[config.mk]
export PLATFORM = sky130hd
export DESIGN_NAME = tmr_core
export DESIGN_NICKNAME = d
export VERILOG_FILES = /design/src/tmr_pkg.sv /design/src/tmr_pin_if.sv /design/src/tmr_core.sv /design/src/tmr_pin_edge.sv /design/src/tmr_tick_sel.sv
export VERILOG_INCLUDE_DIRS = /design/src /design/src/src
export SDC_FILE = /design/constraint.sdc
export NUM_CORES = 1
export LEC_CHECK = 0
export ABC_AREA = 1
export ABC_CLOCK_PERIOD_IN_PS = 2400
export BUFFER_PORTS_ARGS = -buffer_cell sky130_fd_sc_hd__buf_2
export CAP_MARGIN = 20
export CORE_MARGIN = 4
export CORE_UTILIZATION = 40
export DETAILED_ROUTE_END_ITERATION = 10
export GPL_TIMING_DRIVEN = 0
export PLACE_DENSITY_LB_ADDON = 0.25
export SETUP_SLACK_MARGIN = 0.2
export SLEW_MARGIN = 20
export SYNTH_ARGS = -nofsm -noshare
export SYNTH_HDL_FRONTEND = slang
export SYNTH_SLANG_ARGS = --single-unit
[constraint.sdc]
create_clock -name pclk -period 2.4 [get_ports pclk]
set_input_delay 0 -clock pclk [delete_from_list [all_inputs] [get_ports pclk]]
set_output_delay 0 -clock pclk [all_outputs]
set_load 0.02 [all_outputs]
[src/tmr_cfg.svh]
// timer core constants: offsets, fields, resets, limits
// assumes 32-bit apb, one byte register per word
// Contract
// - one 8-bit high-byte holding register
// - holder shared by all 16-bit registers
// - low-byte access does the 16-bit transfer
// - low write loads held high plus low
// - low read copies high byte to holder
// - compare reads bypass the holding register
// - counter frozen with no clock source
// - tick from direct, prescaler or pin edge
// - compares checked every timer tick except the first tick after a cpu count write
// - compare equality sets match flag
// - capture edge latches counter
// - optional capture noise filter
// - bottom flagged at zero
// - all-ones count is the maximum
// - top fixed, compare a, or capture
// - compare a as top drives no pwm
// - compare a top is double buffered (here only in pwm mode; otherwise the buffer is copied every cycle)
// - four flags, each with its own enable
// - disabled unless power-off bit cleared
// - count by one, direction select, clear
// - inputs a/b request top-like retrigger
`ifndef TMR_CFG_SVH
`define TMR_CFG_SVH

// ****************************************************
// register byte offsets
// ****************************************************
`define TMR_OFF_CTRL    6'h00
`define TMR_OFF_CLKSEL  6'h04
`define TMR_OFF_CNT_L   6'h08
`define TMR_OFF_CNT_H   6'h0c
`define TMR_OFF_CMPA_L  6'h10
`define TMR_OFF_CMPA_H  6'h14
`define TMR_OFF_CMPB_L  6'h18
`define TMR_OFF_CMPB_H  6'h1c
`define TMR_OFF_CAP_L   6'h20
`define TMR_OFF_CAP_H   6'h24
`define TMR_OFF_FLAG    6'h28
`define TMR_OFF_MASK    6'h2c
`define TMR_OFF_POWER   6'h30

// ****************************************************
// field positions
// ****************************************************
`define TMR_CTRL_DIR    3
`define TMR_CTRL_FILT   4
`define TMR_CTRL_CEDGE  5
`define TMR_CTRL_PWM    6
`define TMR_CTRL_RTG    7
`define TMR_FLAG_OVF    0
`define TMR_FLAG_CMPA   1
`define TMR_FLAG_CMPB   2
`define TMR_FLAG_CAP    3

// ****************************************************
// reset values and count limits
// ****************************************************
`define TMR_CTRL_RST    8'h00
`define TMR_CLKSEL_RST  3'h0
`define TMR_PWR_RST     1'b1
`define TMR_CNT_BOTTOM  16'h0000
`define TMR_CNT_MAX     16'hffff
`define TMR_TOP_FIX8    16'h00ff
`define TMR_TOP_FIX9    16'h01ff
`define TMR_TOP_FIX10   16'h03ff
`define TMR_FILT_LEN    4

`endif

[src/tmr_pkg.sv]
// types shared by the timer core modules
// numbers live in tmr_cfg.svh
package tmr_pkg;
    typedef enum logic [2:0] {
        CLK_OFF, CLK_DIV1, CLK_DIV8, CLK_DIV64,
        CLK_DIV256, CLK_DIV1024, CLK_EXT_FALL, CLK_EXT_RISE
    } tmr_clk_t;
    typedef enum logic [2:0] {
        TOP_MAX, TOP_FIX8, TOP_FIX9, TOP_FIX10, TOP_CMPA, TOP_CAP
    } tmr_top_t;
endpackage : tmr_pkg

[src/tmr_pin_if.sv]
// edge events of one synchronised timer pin
// assumes driver and user share pclk
interface tmr_pin_if;
    logic rise;
    logic fall;
    modport drv (output rise, output fall);
    modport usr (input rise, input fall);
endinterface : tmr_pin_if

[src/tmr_core.sv]
// 16-bit timer core with byte-wide apb register access
// assumes outside prescaler taps on pclk
// assumes outside waveform logic
//
// Our own choices: the APB slave port and the register offsets.
`include "tmr_cfg.svh"
module tmr_core import tmr_pkg::*; (
    input  wire logic         pclk,
    input  wire logic         presetn,
    input  wire logic         psel,
    input  wire logic         penable,
    input  wire logic         pwrite,
    input  wire logic [11:0]  paddr,
    input  wire logic [31:0]  pwdata,
    output logic      [31:0]  prdata,
    output logic              pready,
    output logic              pslverr,
    input  wire logic [3:0]   presc_tick,
    input  wire logic         external_count_pin,
    input  wire logic         capture_input_pin,
    input  wire logic         capture_input_a,
    input  wire logic         capture_input_b,
    input  wire logic         clear_req,
    output logic              timer_tick,
    output logic      [15:0]  count_value,
    output logic      [15:0]  top_value,
    output logic              at_bottom,
    output logic              at_max,
    output logic              at_top,
    output logic              cmpa_match,
    output logic              cmpb_match,
    output logic              capture_event,
    output logic              cmpa_pwm_ok,
    output logic      [3:0]   irq_req
);

    // ****************************************************
    // state
    // ****************************************************
    logic [7:0]  ctrl_q;
    logic [2:0]  clksel_q;
    logic        pwr_off_q;
    logic [7:0]  hold_q;
    logic [7:0]  hold_d;
    logic [15:0] cnt_q;
    logic [15:0] cnt_d;
    logic [15:0] cmpa_buf_q;
    logic [15:0] cmpa_q;
    logic [15:0] cmpb_buf_q;
    logic [15:0] cmpb_q;
    logic [15:0] cap_q;
    logic [15:0] cap_d;
    logic [3:0]  flag_q;
    logic [3:0]  flag_d;
    logic [3:0]  mask_q;
    logic        block_q;
    logic        rtg_q;
    logic [31:0] prdata_q;
    logic        perr_q;

    // ****************************************************
    // apb decode
    // ****************************************************
    wire [5:0] off      = paddr[5:0];
    wire       in_range = (paddr[11:6] == 6'h00) && (off[1:0] == 2'b00);
    wire       s_ctrl   = off == `TMR_OFF_CTRL;
    wire       s_clk    = off == `TMR_OFF_CLKSEL;
    wire       s_cnt_l  = off == `TMR_OFF_CNT_L;
    wire       s_cnt_h  = off == `TMR_OFF_CNT_H;
    wire       s_cma_l  = off == `TMR_OFF_CMPA_L;
    wire       s_cma_h  = off == `TMR_OFF_CMPA_H;
    wire       s_cmb_l  = off == `TMR_OFF_CMPB_L;
    wire       s_cmb_h  = off == `TMR_OFF_CMPB_H;
    wire       s_cap_l  = off == `TMR_OFF_CAP_L;
    wire       s_cap_h  = off == `TMR_OFF_CAP_H;
    wire       s_flag   = off == `TMR_OFF_FLAG;
    wire       s_mask   = off == `TMR_OFF_MASK;
    wire       s_pwr    = off == `TMR_OFF_POWER;
    wire       hit      = in_range & (s_ctrl | s_clk | s_cnt_l |
                          s_cnt_h | s_cma_l | s_cma_h | s_cmb_l |
                          s_cmb_h | s_cap_l | s_cap_h | s_flag |
                          s_mask | s_pwr);
    wire       any_high = s_cnt_h | s_cma_h | s_cmb_h | s_cap_h;

    // reads sample at setup; writes act in access
    wire setup  = psel & ~penable;
    wire rd_stp = setup & ~pwrite & hit;
    wire wr_acc = psel & penable & pwrite & ~perr_q;
    wire [7:0] wb = pwdata[7:0];

    wire w_ctrl  = wr_acc & s_ctrl;
    wire w_clk   = wr_acc & s_clk;
    wire w_cnt   = wr_acc & s_cnt_l;
    wire w_cma   = wr_acc & s_cma_l;
    wire w_cmb   = wr_acc & s_cmb_l;
    wire w_cap   = wr_acc & s_cap_l;
    wire w_flag  = wr_acc & s_flag;
    wire w_mask  = wr_acc & s_mask;
    wire w_pwr   = wr_acc & s_pwr;
    wire w_high  = wr_acc & any_high;

    // ****************************************************
    // mode decode
    // ****************************************************
    tmr_top_t top_sel;
    assign top_sel = tmr_top_t'(ctrl_q[2:0]);
    wire dir_down = ctrl_q[`TMR_CTRL_DIR];
    wire filt_en  = ctrl_q[`TMR_CTRL_FILT];
    wire cap_fall = ctrl_q[`TMR_CTRL_CEDGE];
    wire pwm_mode = ctrl_q[`TMR_CTRL_PWM];
    wire rtg_en   = ctrl_q[`TMR_CTRL_RTG];

    // fixed, compare a or capture top; else max
    assign top_value = (top_sel == TOP_FIX8)  ? `TMR_TOP_FIX8  :
                       (top_sel == TOP_FIX9)  ? `TMR_TOP_FIX9  :
                       (top_sel == TOP_FIX10) ? `TMR_TOP_FIX10 :
                       (top_sel == TOP_CMPA)  ? cmpa_q :
                       (top_sel == TOP_CAP)   ? cap_q  :
                       `TMR_CNT_MAX;

    assign at_bottom = cnt_q == `TMR_CNT_BOTTOM;
    assign at_max    = cnt_q == `TMR_CNT_MAX;
    assign at_top    = cnt_q == top_value;

    // compare a as top: no pwm output a
    assign cmpa_pwm_ok = ~(pwm_mode & (top_sel == TOP_CMPA));

    // ****************************************************
    // pins and tick
    // ****************************************************
    tmr_pin_if ext_ev ();
    tmr_pin_if cap_ev ();
    tmr_pin_if rta_ev ();
    tmr_pin_if rtb_ev ();

    tmr_pin_edge u_ext (
        .pclk    (pclk),
        .presetn (presetn),
        .pin     (external_count_pin),
        .filt_en (1'b0),
        .ev      (ext_ev)
    );
    tmr_pin_edge u_cap (
        .pclk    (pclk),
        .presetn (presetn),
        .pin     (capture_input_pin),
        .filt_en (filt_en),
        .ev      (cap_ev)
    );
    tmr_pin_edge u_rta (
        .pclk    (pclk),
        .presetn (presetn),
        .pin     (capture_input_a),
        .filt_en (filt_en),
        .ev      (rta_ev)
    );
    tmr_pin_edge u_rtb (
        .pclk    (pclk),
        .presetn (presetn),
        .pin     (capture_input_b),
        .filt_en (filt_en),
        .ev      (rtb_ev)
    );

    tmr_tick_sel u_tick (
        .clk_sel    (clksel_q),
        .presc_tick (presc_tick),
        .power_off  (pwr_off_q),
        .ext        (ext_ev),
        .timer_tick (timer_tick)
    );

    // ****************************************************
    // counter
    // ****************************************************
    wire tick     = timer_tick;
    wire wrap     = dir_down ? at_bottom : at_top;
    wire rtg_edge = cap_fall ? (rta_ev.fall | rtb_ev.fall)
                             : (rta_ev.rise | rtb_ev.rise);
    // retrigger waits for next tick
    wire rtg_fire = tick & (rtg_q | (rtg_en & rtg_edge));
    wire reload   = rtg_fire | (tick & wrap);
    wire [15:0] start_val = dir_down ? top_value : `TMR_CNT_BOTTOM;
    wire [15:0] step_val  = dir_down ? cnt_q - 16'h0001
                                     : cnt_q + 16'h0001;

    // cpu write beats clear; frozen without tick
    assign cnt_d = w_cnt     ? {hold_q, wb} :
                   clear_req ? `TMR_CNT_BOTTOM :
                   reload    ? start_val :
                   tick      ? step_val : cnt_q;
    assign count_value = cnt_q;

    wire ovf_ev = reload & ~w_cnt & ~clear_req;

    // ****************************************************
    // compare and capture
    // ****************************************************
    // a fresh cpu write to the count hides a match on the next tick
    assign cmpa_match = tick & ~block_q & (cnt_q == cmpa_q);
    assign cmpb_match = tick & ~block_q & (cnt_q == cmpb_q);

    // pwm: active copy moves only at cycle end
    wire cmp_load = ~pwm_mode | (tick & wrap);

    wire cap_edge = cap_fall ? cap_ev.fall : cap_ev.rise;
    assign capture_event = cap_edge & ~pwr_off_q &
                           (top_sel != TOP_CAP);
    assign cap_d = w_cap         ? {hold_q, wb} :
                   capture_event ? cnt_q : cap_q;

    // ****************************************************
    // flags: hardware set wins over software clear
    // ****************************************************
    wire [3:0] flag_set = {capture_event, cmpb_match,
                           cmpa_match, ovf_ev};
    wire [3:0] flag_clr = w_flag ? pwdata[3:0] : 4'h0;
    assign flag_d  = (flag_q & ~flag_clr) | flag_set;
    assign irq_req = flag_q & mask_q;

    // ****************************************************
    // shared high-byte holding register
    // ****************************************************
    // one holder for all: isr access corrupts a main-line pair
    assign hold_d = w_high             ? wb :
                    rd_stp & s_cnt_l   ? cnt_q[15:8] :
                    rd_stp & s_cap_l   ? cap_q[15:8] :
                    hold_q;

    // ****************************************************
    // read data
    // ****************************************************
    wire [7:0] rd_byte =
        s_ctrl  ? ctrl_q :
        s_clk   ? {5'h00, clksel_q} :
        s_cnt_l ? cnt_q[7:0] :
        s_cap_l ? cap_q[7:0] :
        (s_cnt_h | s_cap_h) ? hold_q :
        s_cma_l ? cmpa_buf_q[7:0] :
        s_cma_h ? cmpa_buf_q[15:8] :
        s_cmb_l ? cmpb_buf_q[7:0] :
        s_cmb_h ? cmpb_buf_q[15:8] :
        s_flag  ? {4'h0, flag_q} :
        s_mask  ? {4'h0, mask_q} :
        s_pwr   ? {7'h00, pwr_off_q} : 8'h00;

    assign pready  = psel & penable;
    assign pslverr = pready & perr_q;
    assign prdata  = prdata_q;

    // ****************************************************
    // registers
    // ****************************************************
    always_ff @(posedge pclk or negedge presetn) begin
        if (!presetn) begin
            prdata_q <= 32'h0000_0000;
            perr_q   <= 1'b0;
        end else if (setup) begin
            prdata_q <= rd_stp ? {24'h00_0000, rd_byte} : 32'h0000_0000;
            perr_q   <= ~hit;
        end
    end

    always_ff @(posedge pclk or negedge presetn) begin
        if (!presetn) begin
            ctrl_q    <= `TMR_CTRL_RST;
            clksel_q  <= `TMR_CLKSEL_RST;
            pwr_off_q <= `TMR_PWR_RST;
            mask_q    <= 4'h0;
        end else begin
            if (w_ctrl) ctrl_q <= wb;
            if (w_clk) clksel_q <= wb[2:0];
            if (w_pwr) pwr_off_q <= wb[0];
            if (w_mask) mask_q <= wb[3:0];
        end
    end

    always_ff @(posedge pclk or negedge presetn) begin
        if (!presetn) begin
            hold_q  <= 8'h00;
            cnt_q   <= `TMR_CNT_BOTTOM;
            cap_q   <= `TMR_CNT_BOTTOM;
            flag_q  <= 4'h0;
        end else begin
            hold_q  <= hold_d;
            cnt_q   <= cnt_d;
            cap_q   <= cap_d;
            flag_q  <= flag_d;
        end
    end

    always_ff @(posedge pclk or negedge presetn) begin
        if (!presetn) begin
            cmpa_buf_q <= `TMR_CNT_BOTTOM;
            cmpb_buf_q <= `TMR_CNT_BOTTOM;
            cmpa_q     <= `TMR_CNT_BOTTOM;
            cmpb_q     <= `TMR_CNT_BOTTOM;
        end else begin
            if (w_cma) cmpa_buf_q <= {hold_q, wb};
            if (w_cmb) cmpb_buf_q <= {hold_q, wb};
            if (cmp_load) begin
                cmpa_q <= cmpa_buf_q;
                cmpb_q <= cmpb_buf_q;
            end
        end
    end

    always_ff @(posedge pclk or negedge presetn) begin
        if (!presetn) begin
            block_q <= 1'b0;
            rtg_q   <= 1'b0;
        end else begin
            block_q <= w_cnt | (block_q & ~tick);
            // new edge beats consumption
            rtg_q   <= (rtg_en & rtg_edge) | (rtg_q & ~tick);
        end
    end

endmodule : tmr_core

[src/tmr_pin_edge.sv]
// pin sync, optional filter, edge detect
// assumes pin is asynchronous to pclk
module tmr_pin_edge import tmr_pkg::*; #(
    parameter int FILT_LEN = `TMR_FILT_LEN
) (
    input  wire logic  pclk,
    input  wire logic  presetn,
    input  wire logic  pin,
    input  wire logic  filt_en,
    tmr_pin_if.drv     ev
);
    logic [1:0]          sync_q;
    logic [FILT_LEN-1:0] hist_q;
    logic                lvl_q;
    logic                lvl_d;
    wire                 all_hi = &hist_q;
    wire                 all_lo = ~|hist_q;

    // filter on: level moves only after a run of equal samples; filter off: follows the synchroniser
    assign lvl_d = !filt_en ? sync_q[1] :
                   all_hi   ? 1'b1 :
                   all_lo   ? 1'b0 : lvl_q;
    assign ev.rise = lvl_d & ~lvl_q;
    assign ev.fall = ~lvl_d & lvl_q;

    always_ff @(posedge pclk or negedge presetn) begin
        if (!presetn) begin
            sync_q <= 2'b00;
            hist_q <= '0;
            lvl_q  <= 1'b0;
        end else begin
            sync_q <= {sync_q[0], pin};
            hist_q <= {hist_q[FILT_LEN-2:0], sync_q[1]};
            lvl_q  <= lvl_d;
        end
    end
endmodule : tmr_pin_edge

[src/tmr_tick_sel.sv]
// clock select: timer tick from chosen source
// assumes prescaler taps are one-cycle enables on pclk
module tmr_tick_sel import tmr_pkg::*; (
    input  wire logic  [2:0] clk_sel,
    input  wire logic  [3:0] presc_tick,
    input  wire logic        power_off,
    tmr_pin_if.usr           ext,
    output logic             timer_tick
);
    tmr_clk_t sel;
    logic     raw_tick;

    assign sel = tmr_clk_t'(clk_sel);
    // no source selected: no tick at all
    assign raw_tick = (sel == CLK_DIV1)     ? 1'b1 :
                      (sel == CLK_DIV8)     ? presc_tick[0] :
                      (sel == CLK_DIV64)    ? presc_tick[1] :
                      (sel == CLK_DIV256)   ? presc_tick[2] :
                      (sel == CLK_DIV1024)  ? presc_tick[3] :
                      (sel == CLK_EXT_FALL) ? ext.fall :
                      (sel == CLK_EXT_RISE) ? ext.rise : 1'b0;
    assign timer_tick = raw_tick & ~power_off;
endmodule : tmr_tick_sel

# ---- Word-level counts from Yosys, hierarchy flattened
# Cells that the tools add are included.
dict set report word_totals {
  ff_bits 183
  in_bits 58
  out_inout_bits 78
  elab_cells 209
}
dict set report op_classes {
  add_sub_neg 2
  n_eq_ne 29
  n_mux 49
  bitwise_logic 88
  reduce_logical 14
}
# cell count
set ops {}
lappend ops {{two-way mux 16 bit} 13}
lappend ops {{two-way mux 8 bit} 13}
lappend ops {{== test 16 bit} 3}
lappend ops {{bitwise AND 1 bit} 42}
lappend ops {{== test 6 bit, second input constant} 5}
lappend ops {{== test 6 x 5 -> 1 bit, second input constant} 4}
lappend ops {{bitwise OR 1 bit} 23}
lappend ops {{two-way mux 1 bit} 20}
lappend ops {{inverter 1 bit} 19}
lappend ops {{== test 3 bit, second input constant} 6}
lappend ops {{adder 16 x 1 -> 16 bit, second input constant} 1}
lappend ops {{== test 16 bit, second input constant} 1}
lappend ops {{zero test 16 bit} 1}
lappend ops {{subtractor 16 x 1 -> 16 bit, second input constant} 1}
lappend ops {{== test 3 x 2 -> 1 bit, second input constant} 4}
lappend ops {{== test 6 x 4 -> 1 bit, second input constant} 2}
lappend ops {{zero test 6 bit} 2}
lappend ops {{two-way mux 4 bit} 3}
lappend ops {{AND reduction 4 bit} 3}
lappend ops {{OR reduction 4 bit} 3}
lappend ops {{bitwise AND 4 bit} 2}
lappend ops {{== test 3 x 1 -> 1 bit, second input constant} 2}
lappend ops {{== test 6 x 3 -> 1 bit, second input constant} 1}
lappend ops {{inverter 4 bit} 1}
lappend ops {{other kinds (7)} 7}

# ---- Longest topological paths before layout
dict set report depth {
  word_depth 19
  ltp_mapped 20
  depth_no_buf 18
}

# ---- Modules after synthesis
# A second synthesis with hierarchy kept.
dict set report hier_totals {
  hier_cells 1311
  area_unflattened_um2 9686.8
}
# module n_inst cells_each area_each_um2
set by_module_without_submodules {}
lappend by_module_without_submodules {tmr_core 1 1198 8614.5}
lappend by_module_without_submodules {tmr_pin_edge 4 23 246.5}
lappend by_module_without_submodules {tmr_tick_sel 1 21 86.3}

# ---- Worst setup path after synthesis
# OpenSTA, ideal clock, no wires.
dict set report synth_path {
  path_type {flip-flop to flip-flop}
  from {register ctrl_q[3]}
  to {register cnt_q[15], in the netlist count_value[15]}
  setup_ps 122
  arrival_ps 1984
  setup_slack_ps 294
  path_stages_with_launch 15
  path_buffers 0
  period_less_slack_ps 2106
  path_cell_list {dfrtp_1 > ha_1 > nand2_1 > nor2_1 > nand2_1 > nand3_1 > nand3_1 > nand2_1 > nand3_1 > nand2_1 > nand2_1 > nand2_1 > nand3_1 > nand3_1 > a21oi_1}
}
dict set report synth_via {
  elab_chain_len 6
  elab_cells_between_ends 10
}
# item line_no
set synth_rtl {}
lappend synth_rtl {{from (decl)} tmr_core.sv:40} ;# logic [7:0] ctrl_q;
lappend synth_rtl {{from (signal assigned)} tmr_core.sv:266} ;# ctrl_q <= `TMR_CTRL_RST;
lappend synth_rtl {{from (signal assigned)} tmr_core.sv:271} ;# if (w_ctrl) ctrl_q <= wb;
lappend synth_rtl {{two-way mux 1 bit} tmr_core.sv:177} ;# wire wrap = dir_down ? at_bottom : at_top;
lappend synth_rtl {{bitwise AND 1 bit} tmr_core.sv:182} ;# wire reload = rtg_fire | (tick & wrap);
lappend synth_rtl {{bitwise OR 1 bit} tmr_core.sv:182}
lappend synth_rtl {{two-way mux 16 bit} tmr_core.sv:190} ;# reload ? start_val :
lappend synth_rtl {{two-way mux 16 bit} tmr_core.sv:189} ;# clear_req ? `TMR_CNT_BOTTOM :
lappend synth_rtl {{two-way mux 16 bit} tmr_core.sv:188} ;# assign cnt_d = w_cnt ? {hold_q, wb} :
lappend synth_rtl {{to (signal assigned)} tmr_core.sv:281} ;# cnt_q <= `TMR_CNT_BOTTOM;
lappend synth_rtl {{to (signal assigned)} tmr_core.sv:286} ;# cnt_q <= cnt_d;
lappend synth_rtl {{to (decl)} tmr_core.sv:45} ;# logic [15:0] cnt_q;
# Several ways; a longest one is shown, not always the timed one. The select of a mux whose other input is x is not followed.
# A chain may end at the register's enable or synchronous reset.

# ---- Final worst setup path
dict set report layout_path {
  from {register ctrl_q[1]}
  to {register cmpa_q[12]}
}
dict set report layout_via {
  elab_chain_len 10
  elab_cells_between_ends 14
}
# item line_no
set layout_rtl {}
lappend layout_rtl {{== test 3 bit} tmr_core.sv:118} ;# (top_sel == TOP_CAP) ? cap_q :
lappend layout_rtl {{two-way mux 16 bit (no source line) (4 in series)} -}
lappend layout_rtl {{two-way mux 16 bit (no source line) (*)} -}
lappend layout_rtl {{== test 16 bit (*)} tmr_core.sv:123} ;# assign at_top = cnt_q == top_value;
lappend layout_rtl {{two-way mux 1 bit (*)} tmr_core.sv:177}
lappend layout_rtl {{bitwise AND 1 bit (*)} tmr_core.sv:204} ;# wire cmp_load = ~pwm_mode | (tick & wrap);
lappend layout_rtl {{bitwise OR 1 bit (*)} tmr_core.sv:204}
lappend layout_rtl {{to (signal assigned)} tmr_core.sv:296} ;# cmpa_q <= `TMR_CNT_BOTTOM;
lappend layout_rtl {{to (signal assigned)} tmr_core.sv:302} ;# cmpa_q <= cmpa_buf_q;
lappend layout_rtl {{to (decl)} tmr_core.sv:48} ;# logic [15:0] cmpa_q;
# Mark *: on every way between the ends. The rest lies on a longest branch, timed or not.

==> results.py <==
metrics = {
    "setup_path": {
        "cpMaxStageDelayCell": "dfrtp_1",
        "cp_cell_sequence": "buf_6 -> nor2_4 -> buf_6 -> buf_6 -> nand3_4 -> nand3_2 -> nand2_1 -> nor2_1 -> nand2_1 -> nor2_1 -> nand3_2 -> nand2_4 -> nand2_8 -> nand2_8 -> buf_12 -> buf_8 -> nand2_1 -> o21ai_1",
        "max_stage_delay_ns": 0.38,
        "worstPathArrival_ns": 2.89,
        "critPathKind": "reg -> reg",
        "cp_data_required_time_ns": 2.76,
        "cp_max_fo": 8,
        "cp_top_family": "simple AND/OR/NAND/NOR gates",
        "crit_path_end_kind": "register",
        "start_kind": "register",
        "path_buf_inv": 5,
    },
    "yosys": {
        "avgSynthCellArea_um2": 7.337,
        "synthXorXnorAreaFrac_pct": 2.868,
        "synthAdderAreaFrac_pct": 2.062,
        "yosysWarningCount": 0,
        "async_flop_share_pct": 100.0,
        "synth.mux.area_fraction_pct": 0,
        "synth_seq_area_share_pct": 42.05,
        "synth_flop_cell": "dfrtp_1",
        "synth_edf_count": 0,
        "synth_top_family_by_area": "simple AND/OR/NAND/NOR gates",
        "synth-compound-area-share_pct": 14.16,
        "synthSimpleGateAreaFrac_pct": 28.05,
        "ys_seq_elements": 159,
        "synth_cells": 1290,
        "synth_cell_types": 46,
        "synth_area_um2": 9465,
    },
    "power": {
        "p_int_uw": 4535,
        "clkPwrFrac_pct": 41.1,
        "switching_share_pct": 30.66,
        "max-vdd-ir-drop_mv": 0.3783,
        "power_density_nw_per_um2": 542.5,
        "leakage_uw": 0.005923,
        "combinationalPowerShare_pct": 15.2,
        "p_switching_uw": 2005,
        "p_total_uw": 6541,
        "seqPwrFrac_pct": 43.7,
    },
    "timing": {
        "slew-limit-headroom_pct": 56.78,
        "worst_pin_slew_ns": 0.6459,
        "final.min_clock_period_ns": 2.538,
        "hold_viol": 0,
        "slew_violations": 0,
        "period_share_pct": 105.8,
        "finClkSkew_ns": 0.01420,
        "fmax_mhz": 394.0,
        "setup_viol": 49,
        "grt_setup_unrepaired": "true",
        "setup_slack_ns": -0.1383,
        "fin_tns_setup_ns": -4.885,
    },
    "detailed_routing": {
        "drc": 0,
        "ant_nets": 0,
        "wl_per_cell_um": 19.12,
        "firstDrtPassIters": 5,
        "drt_iter0_markers": 767,
        "viasPerCell": 5.334,
        "vias": 9617,
        "totalWireLength_um": 34470,
    },
    "floorplanning": {
        "dieArea_um2": 26190,
        "ios": 136,
        "core_um2": 23400,
        "initial_core_util_pct": 40.45,
        "die_width_um": 161.8,
        "fp.dieH_um": 161.8,
        "rows": 56,
    },
    "global_routing": {
        "grt_start_max_net_pins": 89,
        "overflow": 0,
        "grt_pass1_vias": 9194,
        "grt_pass1_wl_um": 51120,
        "antenna_found_initial": 1,
        "grt_usage_pct": 25.44,
    },
    "clocking": {
        "cts_buffer_depth": 2,
        "clock-sinks": 159,
        "clkLatencyLatePin_ns": 0.44,
        "clkTransAtPathRegs_ns": 0.07,
        "cts_tree": "done",
        "cts_buffers": 17,
        "cts_htree_levels": 4,
        "root_buffer": "clkbuf_16",
    },
    "final_layout": {
        "final_common_cell": "nand2_1",
        "finalCoreUtilization_pct": 51.52,
        "final_cell_mix": "nand2_1, dfrtp_1, inv_1, o21ai_0, nand3_1",
        "final_nets": 1543,
        "fillCellCount": 2364,
        "drive_gt1_share_pct": 21.04,
        "area_growth_pct": 27.38,
    },
    "placed_design": {
        "place_ws_ns": -0.4609,
        "place_congestion": 0.9578,
        "port_buffers": 87,
        "hpwl_um": 26300,
    },
    "worst_hold_path": {
        "min_path_type": "in -> reg",
    },
    "job": {
        "max_cap_violations": 0,
    },
    "run_status": {
        "violations": "setup timing",
        "status": "complete, but fails checks",
    },
}
## cell usage after synthesis, drive strengths merged (2+ instances only)
| cell | instances | share of area, % |
|---|---|---|
| clkbuf | 32 | 1.3 |
| nor4 | 8 | 0.53 |
| dfrtp | 158 | 42 |
| xor2 | 8 | 0.74 |
| nand2 | 366 | 15 |
| nor2 | 70 | 3.1 |
| o2111ai | 2 | 0.19 |
| o21ai | 133 | 7.2 |
| buf | 43 | 3.4 |
| o21a | 2 | 0.16 |
| xnor2 | 23 | 2.1 |
| a22oi | 4 | 0.32 |
| o211ai | 10 | 0.79 |
| ha | 14 | 1.9 |
| nand3b | 3 | 0.24 |
| or2 | 2 | 0.13 |
| nor3 | 7 | 0.49 |
| nand4 | 48 | 3.2 |
| o22ai | 2 | 0.13 |
| o21bai | 2 | 0.16 |
| a21o | 2 | 0.16 |
| nand3 | 106 | 5.7 |
| inv | 150 | 5.9 |
| o221ai | 9 | 0.83 |
| a21oi | 78 | 4.1 |
| clkinv | 2 | 0.13 |
## worst register-to-register path, stage by stage (launching register included)
cell     delay, ns
dfrtp_1       0.38
buf_6         0.15
nor2_4        0.23
buf_6         0.17
buf_6         0.11
nand3_4       0.06
nand3_2       0.08
nand2_1       0.06
nor2_1        0.11
nand2_1       0.06
nor2_1        0.12
nand3_2       0.15
nand2_4       0.12
nand2_8       0.11
nand2_8       0.12
buf_12        0.14
buf_8         0.14
nand2_1       0.06
o21ai_1       0.08
## cell type report
type | count | area, µm² | share of cell area [%]
diodes | 1 | 2.502 | 0.02076
plain buffers | 75 | 570.5 | 4.732
clock buffers | 18 | 439.2 | 3.643
clock inverters | 14 | 142.6 | 1.183
inverters | 152 | 586.8 | 4.867
multi-input cells | 927 | 4897 | 40.62
flip-flops and latches | 159 | 3989 | 33.08
well taps | 319 | 399.1 | 3.310
repair buffers | 138 | 1030 | 8.541
## metal layers
metal | vias up | track usage (%) | part of all wire (%)
li1 | 4573 | - | -
met1 | 4561 | 33.27 | 42
met2 | 399 | 42.64 | 47
met3 | 84 | 4.288 | 6.9
met4 | 0 | 9.419 | 3.8
met5 | - | 0 | 0
## state kept, by name (all words and copies together), names as in the netlist, 8 cells and up
name	cells
cap_q	16
cmpb_q	16
cmpa_buf_q	16
ctrl_q	8
count_value	16
prdata	8
cmpa_q	16
hold_q	8
cmpb_buf_q	16
## path summary, 6_finish.rpt
| check | start | cells after the start | slack [ns] | to |
|---|---|---|---|---|
| setup / recovery | ctrl_q[1] | 18 | -0.14 | cmpa_q[12] |
| hold / removal | paddr[6] | 6 | 0.004 | prdata[4] |
| setup reg to reg | ctrl_q[1] | 18 | -0.14 | cmpa_q[12] |
| hold reg to reg | u_cap.sync_q[0] | 0 | 0.35 | u_cap.sync_q[1] |
| max in group asynchronous | presetn | 3 | 1.46 | count_value[12] |
| min in group asynchronous | presetn | 2 | 0.10 | mask_q[0] |
## cell families (layout without fill, tap and decap cells)
family,after synthesis,count (layout)
and+or+nand+nor,611,611
AOI/OAI and AO/OA,246,246
buffers and inverters,227,397
DFF,159,159
xor gates and xnor gates,31,31
adders and majority gates,15,15
other,1,25
## stage by stage
stage / cell area [µm²] / hold slack (ns) / instances
3_5_place_dp: 10420 / 0.003499 / 1720
3_3_place_gp: 10390 / 0.1099 / 1719
6_report: 12060 / 0.003544 / 1803
4_1_cts: 11680 / 0.02683 / 1792
5_1_grt: 12060 / 0.05134 / 1803
2_1_floorplan: 9552 / -0.2956 / 1313
## power by group through the flow
stage / registers [µW] / clock network [µW] / logic [µW]
2_1_floorplan: 2910 / 0 / 543
3_3_place_gp: 2900 / 0 / 877
3_5_place_dp: 2900 / 0 / 891
4_1_cts: 2850 / 2710 / 952
5_1_grt: 2870 / 2830 / 1100
6_report: 2860 / 2690 / 995
## what timing repair did
item                                    4_1_cts  5_1_grt
cloned                                        4        4
resized for setup                            92       92
pin swaps                                    16       19
hold buffers                                 18        0
buffers inserted                             18        6
hold endpoints to repair                    100        0
endpoints found under the setup margin       69       77
Note: power is estimated with default switching activity, not from simulation.
